**config.mk**
```make
export PLATFORM = sky130hd
export DESIGN_NAME = period_and_oneshot_counter
export DESIGN_NICKNAME = d
export VERILOG_FILES = /design/src/pkg/ctr_pkg.sv /design/src/hdl/period_and_oneshot_counter.sv
export SDC_FILE = /design/constraint.sdc
export NUM_CORES = 1
export LEC_CHECK = 0
export BUFFER_PORTS_ARGS = -buffer_cell sky130_fd_sc_hd__buf_2
export CAP_MARGIN = 10
export CORE_ASPECT_RATIO = 0.8
export CORE_MARGIN = 2
export CORE_UTILIZATION = 61
export DETAILED_ROUTE_END_ITERATION = 6
export MAX_ROUTING_LAYER = met4
export PLACE_DENSITY = 0.9
export SETUP_SLACK_MARGIN = 0.02
export SLEW_MARGIN = 0
export SYNTH_ARGS = -nofsm -noshare
export SYNTH_HDL_FRONTEND = slang
export SYNTH_SLANG_ARGS = --single-unit
```
**constraint.sdc**
```tcl
create_clock -name i_clk -period 10.7 [get_ports i_clk]
set_input_delay 1.605 -clock i_clk [delete_from_list [all_inputs] [get_ports i_clk]]
set_output_delay 1.605 -clock i_clk [all_outputs]
set_load 0.05 [all_outputs]
```
**src/pkg/ctr_pkg.sv**
```systemverilog
// shared constants for the period and one-shot counter channel
package ctr_pkg;
  localparam logic [7:0] ADDR_GLOBAL = 8'h00;
  localparam logic [7:0] ADDR_IRQ = 8'h04;
  localparam logic [7:0] ADDR_TRIG = 8'h34;
  localparam logic [7:0] ADDR_CTRL = 8'h38;
  localparam logic [7:0] ADDR_CONST_A = 8'h50;
  localparam logic [7:0] ADDR_CONST_B = 8'h58;
  localparam logic [7:0] ADDR_READBACK = 8'h48;
  localparam logic [15:0] CTRL_RESET = 16'h0000;
  localparam logic [15:0] CTRL_WR_MASK = 16'hdfff;
  localparam int MODE_LSB = 0;
  localparam int OPOL_BIT = 3;
  localparam int APOL_LSB = 4;
  localparam int BPOL_LSB = 6;
  localparam int CPOL_LSB = 8;
  localparam int CSRC_LSB = 10;
  localparam int SIZE_BIT = 14;
  localparam int IEN_BIT = 15;
  localparam logic [2:0] MODE_PERIOD = 3'h6;
  localparam logic [2:0] MODE_ONESHOT = 3'h7;
  localparam logic [1:0] POL_LOW = 2'h1;
  localparam logic [1:0] POL_HIGH = 2'h2;
  localparam logic [2:0] CSRC_EXT = 3'h5;
  localparam int CLK_HZ = 25000000;
  localparam int PULSE_NS = 1600;
  localparam int PULSE_CYC = (PULSE_NS * (CLK_HZ / 1000000) + 999) / 1000;
  localparam int SAMPLE_HZ = 20000000;
  // internal rate divisors, selected clock ticks counted in a 25 MHz phase accumulator
  localparam int ACC_W = 26;
  localparam logic [ACC_W-1:0] STEP_20M = ACC_W'(20000000);
  localparam logic [ACC_W-1:0] ACC_MOD = ACC_W'(CLK_HZ);
endpackage

```
**src/hdl/period_and_oneshot_counter.sv**
```systemverilog
// one counter channel: period measurement and one-shot pulse generation behind apb
`timescale 1ns/10ps
`default_nettype none
module period_and_oneshot_counter
  import ctr_pkg::*;
#(
  parameter int CNT_W = 32
) (
  input wire logic i_clk,
  input wire logic i_rst_b,
  input wire logic i_ce,
  input wire logic i_psel,
  input wire logic i_penable,
  input wire logic i_pwrite,
  input wire logic [7:0] i_paddr,
  input wire logic [31:0] i_pwdata,
  output logic [31:0] o_prdata,
  output logic o_pready,
  output logic o_pslverr,
  input wire logic i_measure_gate_input,
  input wire logic i_aux_clock_input,
  input wire logic i_trigger_input,
  output logic o_counter_out,
  output logic o_irq
);
  initial begin
    if (CNT_W != 32) begin
      $error("CNT_W must be 32");
    end
    // the output pulse counter is eight bits wide
    if (PULSE_CYC > 255) begin
      $error("pulse length does not fit its counter");
    end
    // the sampling strobe cannot run faster than the system clock
    if (CLK_HZ < SAMPLE_HZ) begin
      $error("system clock slower than sampling rate");
    end
  end

  typedef enum logic [3:0] {
    ST_IDLE = 4'b0001,
    ST_ARM = 4'b0010,
    ST_FIRST = 4'b0100,
    ST_SECOND = 4'b1000
  } state_t;

  logic [15:0] ctrl_q;
  logic glb_ien_q;
  logic [31:0] const_a_q;
  logic [31:0] const_b_q;
  logic [31:0] cnt_q;
  logic irq_pend_q;
  logic out_act_q;
  logic [7:0] pulse_cnt_q;
  state_t st_q;
  logic [ACC_W-1:0] acc_q;
  logic [ACC_W-1:0] sacc_q;
  logic gate_s_q;
  logic trig_s_q;
  logic trig_prev_q;
  logic aux_prev_q;
  logic gate_prev_q;
  logic samp_q;
  state_t st_d;
  logic [31:0] cnt_d;
  logic [7:0] pulse_cnt_d;
  logic irq_pend_d;
  logic [15:0] ctrl_d;
  logic glb_ien_d;
  logic [31:0] const_a_d;
  logic [31:0] const_b_d;

  wire [2:0] mode = ctrl_q[MODE_LSB +: 3];
  wire [1:0] apol = ctrl_q[APOL_LSB +: 2];
  wire [1:0] bpol = ctrl_q[BPOL_LSB +: 2];
  wire [1:0] cpol = ctrl_q[CPOL_LSB +: 2];
  wire [2:0] csrc = ctrl_q[CSRC_LSB +: 3];
  wire opol = ctrl_q[OPOL_BIT];
  wire ien = ctrl_q[IEN_BIT];
  wire wide = ctrl_q[SIZE_BIT];
  wire [31:0] cnt_max = wide ? 32'hffffffff : 32'h0000ffff;

  wire apb_acc = i_psel && i_penable;
  wire apb_wr = apb_acc && i_pwrite;
  wire wr_ctrl = apb_wr && (i_paddr == ADDR_CTRL);
  wire wr_a = apb_wr && (i_paddr == ADDR_CONST_A);
  wire wr_b = apb_wr && (i_paddr == ADDR_CONST_B);
  wire wr_glb = apb_wr && (i_paddr == ADDR_GLOBAL);
  wire wr_irq = apb_wr && (i_paddr == ADDR_IRQ) && i_pwdata[0];
  wire wr_trig = apb_wr && (i_paddr == ADDR_TRIG) && i_pwdata[0];
  wire mapped = (i_paddr == ADDR_GLOBAL) || (i_paddr == ADDR_IRQ) || (i_paddr == ADDR_TRIG) ||
    (i_paddr == ADDR_CTRL) || (i_paddr == ADDR_CONST_A) || (i_paddr == ADDR_CONST_B) ||
    (i_paddr == ADDR_READBACK);

  // 20 MHz sampling strobe for gate and trigger inputs
  wire [ACC_W-1:0] sacc_sum = sacc_q + STEP_20M;
  wire samp_tick = sacc_sum >= ACC_MOD;
  wire [ACC_W-1:0] sacc_d = samp_tick ? sacc_sum - ACC_MOD : sacc_sum;

  // internal clock select: rate = 20 MHz >> (4 - code)
  wire [2:0] shift = (csrc <= 3'h4) ? 3'h4 - csrc : 3'h0;
  wire [ACC_W-1:0] step_sel = STEP_20M >> shift;
  wire [ACC_W-1:0] acc_sum = acc_q + step_sel;
  wire int_tick = acc_sum >= ACC_MOD;
  wire [ACC_W-1:0] acc_d = int_tick ? acc_sum - ACC_MOD : acc_sum;
  wire ext_sel = (csrc == CSRC_EXT) && (bpol == POL_LOW || bpol == POL_HIGH);
  wire ext_tick = ext_sel && i_aux_clock_input && !aux_prev_q;
  wire clk_tick = (csrc == CSRC_EXT) ? ext_tick : (csrc <= 3'h4) && int_tick;

  // gate level counted as active
  wire in_act = (apol == POL_LOW) ? !gate_s_q : gate_s_q;
  wire in_en = (apol == POL_LOW) || (apol == POL_HIGH);
  wire trig_lvl = (cpol == POL_LOW) ? !trig_s_q : trig_s_q;
  wire trig_lvl_prev = (cpol == POL_LOW) ? !trig_prev_q : trig_prev_q;
  // samp_q limits each sampled edge to one cycle even when strobes are two cycles apart
  wire ext_trig = samp_q && (cpol == POL_LOW || cpol == POL_HIGH) && trig_lvl && !trig_lvl_prev;
  wire trigger = wr_trig || ext_trig;
  wire gate_prev_act = (apol == POL_LOW) ? !gate_prev_q : gate_prev_q;
  wire act_start = samp_q && in_en && in_act && !gate_prev_act;
  wire [31:0] wdata_sized = wide ? i_pwdata : {16'h0, i_pwdata[15:0]};
  wire setup_ph = i_psel && !i_penable;
  wire [31:0] prdata_d = (setup_ph && !i_pwrite) ? rd_mux_w : 32'h0;
  wire is_period = mode == MODE_PERIOD;
  wire is_oneshot = mode == MODE_ONESHOT;
  wire os_run = !in_en || in_act;
  wire [31:0] cnt_inc = (cnt_q >= cnt_max) ? cnt_max : cnt_q + 32'h1;
  wire meas_done = is_period && (st_q == ST_SECOND) && act_start;
  wire os_edge = is_oneshot && (st_q == ST_FIRST || st_q == ST_SECOND) && os_run && clk_tick &&
    (cnt_q == 32'h0);
  wire irq_event = meas_done || os_edge;
  wire [31:0] rd_ctrl = {16'h0, ctrl_q & CTRL_WR_MASK};
  wire [31:0] rd_mux_w = (i_paddr == ADDR_CTRL) ? rd_ctrl :
    (i_paddr == ADDR_GLOBAL) ? {31'h0, glb_ien_q} :
    (i_paddr == ADDR_IRQ) ? {31'h0, irq_pend_q} :
    (i_paddr == ADDR_CONST_A) ? const_a_q :
    (i_paddr == ADDR_CONST_B) ? const_b_q :
    (i_paddr == ADDR_READBACK) ? (cnt_q & cnt_max) : 32'h0;
  wire os_level = (st_q == ST_SECOND) && is_oneshot;
  wire out_lvl = is_oneshot ? os_level : (pulse_cnt_q != 8'h0);

  // apb: zero wait state, slverr on unmapped addresses
  always_ff @(posedge i_clk or negedge i_rst_b) begin
    if (!i_rst_b) begin
      o_prdata <= 32'h0;
      o_pready <= 1'b0;
      o_pslverr <= 1'b0;
    end else if (i_ce) begin
      o_pready <= setup_ph;
      o_pslverr <= setup_ph && !mapped;
      o_prdata <= prdata_d;
    end
  end

  // register writes take effect only at the edge that ends the access phase
  always_comb begin
    ctrl_d = ctrl_q;
    glb_ien_d = glb_ien_q;
    const_a_d = const_a_q;
    const_b_d = const_b_q;
    if (o_pready) begin
      if (wr_ctrl) begin
        ctrl_d = i_pwdata[15:0] & CTRL_WR_MASK;
      end
      if (wr_a) begin
        const_a_d = wdata_sized;
      end
      if (wr_b) begin
        const_b_d = wdata_sized;
      end
      if (wr_glb) begin
        glb_ien_d = i_pwdata[0];
      end
    end
  end

  always_ff @(posedge i_clk or negedge i_rst_b) begin
    if (!i_rst_b) begin
      ctrl_q <= CTRL_RESET;
      glb_ien_q <= 1'b0;
      const_a_q <= 32'h0;
      const_b_q <= 32'h0;
    end else if (i_ce) begin
      ctrl_q <= ctrl_d;
      glb_ien_q <= glb_ien_d;
      const_a_q <= const_a_d;
      const_b_q <= const_b_d;
    end
  end

  always_ff @(posedge i_clk or negedge i_rst_b) begin
    if (!i_rst_b) begin
      sacc_q <= '0;
      acc_q <= '0;
      gate_s_q <= 1'b0;
      gate_prev_q <= 1'b0;
      trig_s_q <= 1'b0;
      trig_prev_q <= 1'b0;
      aux_prev_q <= 1'b0;
      samp_q <= 1'b0;
    end else if (i_ce) begin
      sacc_q <= sacc_d;
      samp_q <= samp_tick;
      acc_q <= acc_d;
      aux_prev_q <= i_aux_clock_input;
      if (samp_tick) begin
        gate_s_q <= i_measure_gate_input;
        gate_prev_q <= gate_s_q;
        trig_s_q <= i_trigger_input;
        trig_prev_q <= trig_s_q;
      end
    end
  end

  // sequencer: period uses ARM(wait active start) then SECOND(count until next start)
  always_comb begin
    st_d = st_q;
    cnt_d = cnt_q;
    if (trigger && is_period) begin
      st_d = ST_ARM;
      cnt_d = 32'h0;
    end else if (trigger && is_oneshot) begin
      st_d = ST_FIRST;
      cnt_d = const_a_q;
    end else if (wr_a && o_pready) begin
      // the freshly written constant, not the old one, lands in the counter
      cnt_d = wdata_sized;
    end else if (is_period) begin
      unique case (st_q)
        ST_ARM: begin
          if (act_start) begin
            st_d = ST_SECOND;
          end
        end
        ST_SECOND: begin
          if (act_start) begin
            st_d = ST_IDLE;
          end else if (clk_tick) begin
            cnt_d = cnt_inc;
          end
        end
        default: begin
          st_d = st_q;
        end
      endcase
    end else if (is_oneshot && os_run && clk_tick) begin
      unique case (st_q)
        ST_FIRST: begin
          if (cnt_q == 32'h0) begin
            st_d = ST_SECOND;
            cnt_d = const_b_q;
          end else begin
            cnt_d = cnt_q - 32'h1;
          end
        end
        ST_SECOND: begin
          if (cnt_q == 32'h0) begin
            st_d = ST_IDLE;
          end else begin
            cnt_d = cnt_q - 32'h1;
          end
        end
        default: begin
          st_d = st_q;
        end
      endcase
    end else if (!is_period && !is_oneshot) begin
      st_d = ST_IDLE;
    end
  end

  always_ff @(posedge i_clk or negedge i_rst_b) begin
    if (!i_rst_b) begin
      st_q <= ST_IDLE;
      cnt_q <= 32'h0;
    end else if (i_ce) begin
      st_q <= st_d;
      cnt_q <= cnt_d;
    end
  end

  always_comb begin
    pulse_cnt_d = pulse_cnt_q;
    irq_pend_d = irq_pend_q;
    if (meas_done) begin
      pulse_cnt_d = 8'(PULSE_CYC);
    end else if (pulse_cnt_q != 8'h0) begin
      pulse_cnt_d = pulse_cnt_q - 8'h1;
    end
    // set wins over clear
    if (irq_event && ien) begin
      irq_pend_d = 1'b1;
    end else if (!ien || (wr_irq && o_pready)) begin
      irq_pend_d = 1'b0;
    end
  end

  always_ff @(posedge i_clk or negedge i_rst_b) begin
    if (!i_rst_b) begin
      pulse_cnt_q <= 8'h0;
      irq_pend_q <= 1'b0;
      o_counter_out <= 1'b1;
      o_irq <= 1'b0;
    end else if (i_ce) begin
      pulse_cnt_q <= pulse_cnt_d;
      irq_pend_q <= irq_pend_d;
      o_counter_out <= opol ? out_lvl : !out_lvl;
      o_irq <= irq_pend_q && glb_ien_q;
    end
  end
endmodule
`default_nettype wire

```
==> impl_metrics.toml <==
[logic_synthesis]
yosysWarnings = 0
ys.flop_type = "dfrtp_1"
ys_ff_latch = 212
synth_seq_area_share = 0.358
synth_edf_count = 0
synth.net_count = 1841
synth_top_cell_area_share = 0.354
synth_common_cells = "dfrtp_1, nand2_1, a21oi_1, nor2_1, o21ai_0"
post-synth-top-area-cell = "dfrtp_1"
synth_cell_types = 78
avgSynthCellArea_um2 = 8.62
synth_area_um2 = 14800
synthCells = 1720
yosys-top-cells-area = "dfrtp_1, ha_1, mux2_2, nand2_1, a21oi_1"
postSynth.asyncResetShare = 1.00
synthMostInstantiatedCell = "dfrtp_1"

[clock_network]
clk_transition_reported_paths_ns = 0.06
ctsHoldBuffers = 0
cts_max_level = 1
cts_root_buffer = "clkbuf_16"
cts.sinks = 212
post_cts_buffers = 0
clk_latency_ns = 0.53
numCtsBuffers = 23
cts_buffer_depth = 3
cts_resized = 0
cts_tree = "yes"

[sta]
worstMarginPinSlew_ns = 1.22
slew_viol_final = 0
fin_tns_setup_ns = 0
whs_ns = 0.487
finalCritPeriodShare = 0.598
min_period_ns = 6.40
slew_headroom = 0.189
fmax_mhz = 156
setup_viol = 0
clock_skew_ns = 0.0239
rsz0062_at_grt = "false"
hold_violations = 0

[pwr]
ir_drop_v = 0.000113
leakagePower_nw = 7.27
power.share.clock = 0.268
switching_power_w = 0.00130
p_total_w = 0.00329
pwr-share-seq = 0.308
power_switching_share = 0.395
power.internal_w = 0.00199
cellPowerDensity_nw_per_um2 = 203
power_frac_comb = 0.425

[global_routing]
overflow = 0
grt_max_degree = 89
track_usage = 0.354
grt_pass1_wl_um = 69800
antenna_found_initial = 0
grt_pass1_vias = 13500

[critical_path]
startpoint_type = "register"
reg2reg_to = "cnt_q[31]"
cp_max_fo = 62
regToRegSetupSlack_ns = 4.30
worstPathRequired_ns = 11.11
worstRegToRegCells = 19
cp.arrival_ns = 6.81
timing.rr.start = "ctrl_q[11]"
crit_start = "ctrl_q[11]"
crit_type = "register to register"
end_kind = "register"

[place]
gp_congestion = 0.967
place_area_um2 = 15400
dp_hpwl_um = 30000
io_buffer_count = 84
dp_cells = 2027

[floorplan]
core_area_um2 = 24100
num_rows = 51
dieArea_um2 = 25600
start_util = 0.615
fp.dieH_um = 143
die_x_um = 178
io_pins = 85

[cells_and_area]
final_cells = 2069
fill_cells = 1855
insertedDiodeCount = 0
syn_to_final_growth_pct = 9.22
final_layout_size_suffix_gt1_frac = 0.144
area.sequential_um2 = 5310
multiInputGateArea_um2 = 8930
fin_area_um2 = 16200
final_nets = 1855

[status]
violations = "DRC"
status = "finished, violations left"

[detailed_routing]
post_drt_wl_per_cell_um = 21.4
post_drt_via_cell_ratio = 6.81
ant_nets = 0
drc = 10
vias = 14100
firstDrtPassIters = 7
initialDrtViolationCount = 2305
finalWirelength_um = 44200

[worst_hold_path]
min_path_cells = 1
min_from = "o_prdata[19]"
hold_path.class = "register to register"
min_to = "o_prdata[19]"

[job]
max_cap_viol_count = 0
==> stage by stage <==
step	worst slack [ns]	utilization
5_1_grt	4.02	0.671
4_1_cts	4.51	0.671
6_report	4.30	0.671
3_3_place_gp	4.83	0.637
2_1_floorplan	5.51	-
3_5_place_dp	4.55	0.637
==> how the worst max path moves through the flow <==
| stage | endpoint | slack [ns] |
|---|---|---|
| 2_1_floorplan | acc_q[10] | 5.51 |
| 3_3_place_gp | cnt_q[31] | 4.83 |
| 3_5_place_dp | cnt_q[31] | 4.55 |
| 4_1_cts | cnt_q[31] | 4.51 |
| 5_1_grt | cnt_q[29] | 4.02 |
| 6_report | cnt_q[31] | 4.30 |
==> logic make-up after synthesis <==
group / synth area share
muxes: 0.0690
and+or+nand+nor: 0.179
DFF: 0.358
buffers and inverters: 0.0410
xor gates and xnor gates: 0.0721
AOI/OAI and AO/OA: 0.220
adders and majority gates: 0.0613
==> layout by cell type, fill, tap and decap left out, types with 15 or more instances in the layout <==
cell / count
nand4_1: 20
mux2i_1: 19
nor3_1: 30
a222oi_1: 17
or3_1: 20
nor2_1: 140
buf_2: 83
a21oi_1: 145
a31oi_1: 23
o2bb2ai_1: 32
buf_4: 20
nor4_1: 15
nand3_1: 60
xnor2_1: 77
xor2_1: 45
inv_1: 39
clkbuf_16: 23
ha_1: 71
nand2_1: 196
o211ai_1: 18
a21o_1: 18
mux2_2: 74
dfrtp_1: 210
o21ai_0: 118
==> power groups by stage <==
stage / Clock [W] / Sequential (W) / Combinational [W]
finish: 0.000880 / 0.00101 / 0.00140
global route: 0.000921 / 0.00102 / 0.00153
detailed placement: 0 / 0.00102 / 0.00135
CTS: 0.000886 / 0.00101 / 0.00137
global placement: 0 / 0.00102 / 0.00131
floorplan: 0 / 0.000975 / 0.00110
==> flip-flops by register name, indices dropped and copies added (netlist names), 4 cells and up <==
signal	count
o_prdata	32
acc_q	25
ctrl_q	15
const_a_q	32
pulse_cnt_q	8
st_q	4
cnt_q	32
sacc_q	20
const_b_q	32
==> final cells by class <==
class | instances | area share
repair buffers | 104 | 0.0358
flip-flops and latches | 212 | 0.328
multi-input cells | 1353 | 0.551
clock inverters | 17 | 0.0141
inverters | 40 | 0.00927
clock buffers | 25 | 0.0372
well taps | 318 | 0.0246
==> worst max-delay path, stage by stage, from the launching register on <==
cell      delay [ns]
dfrtp_1         0.50
inv_1           0.15
ha_1            0.21
ha_1            0.22
nor2_1          0.33
a21oi_1         0.24
a21oi_1         0.17
nor2_1          0.08
ha_1            0.36
a21oi_1         0.37
nand3_1         0.19
a211oi_1        0.50
o21ai_0         0.21
nor3_1          0.16
o22ai_1         0.20
or4_4           0.61
o311a_1         0.54
o21ai_4         0.20
buf_4           0.58
mux2_2          0.42
==> routing by layer <==
layer,share of wire,track usage,up-vias
met1,0.41,0.486,6671
li1,-,-,6281
met5,0,-,-
met4,0.042,0.145,0
met3,0.11,0.0606,164
met2,0.43,0.520,976
No activity file was read; power rests on OpenSTA's default activity.
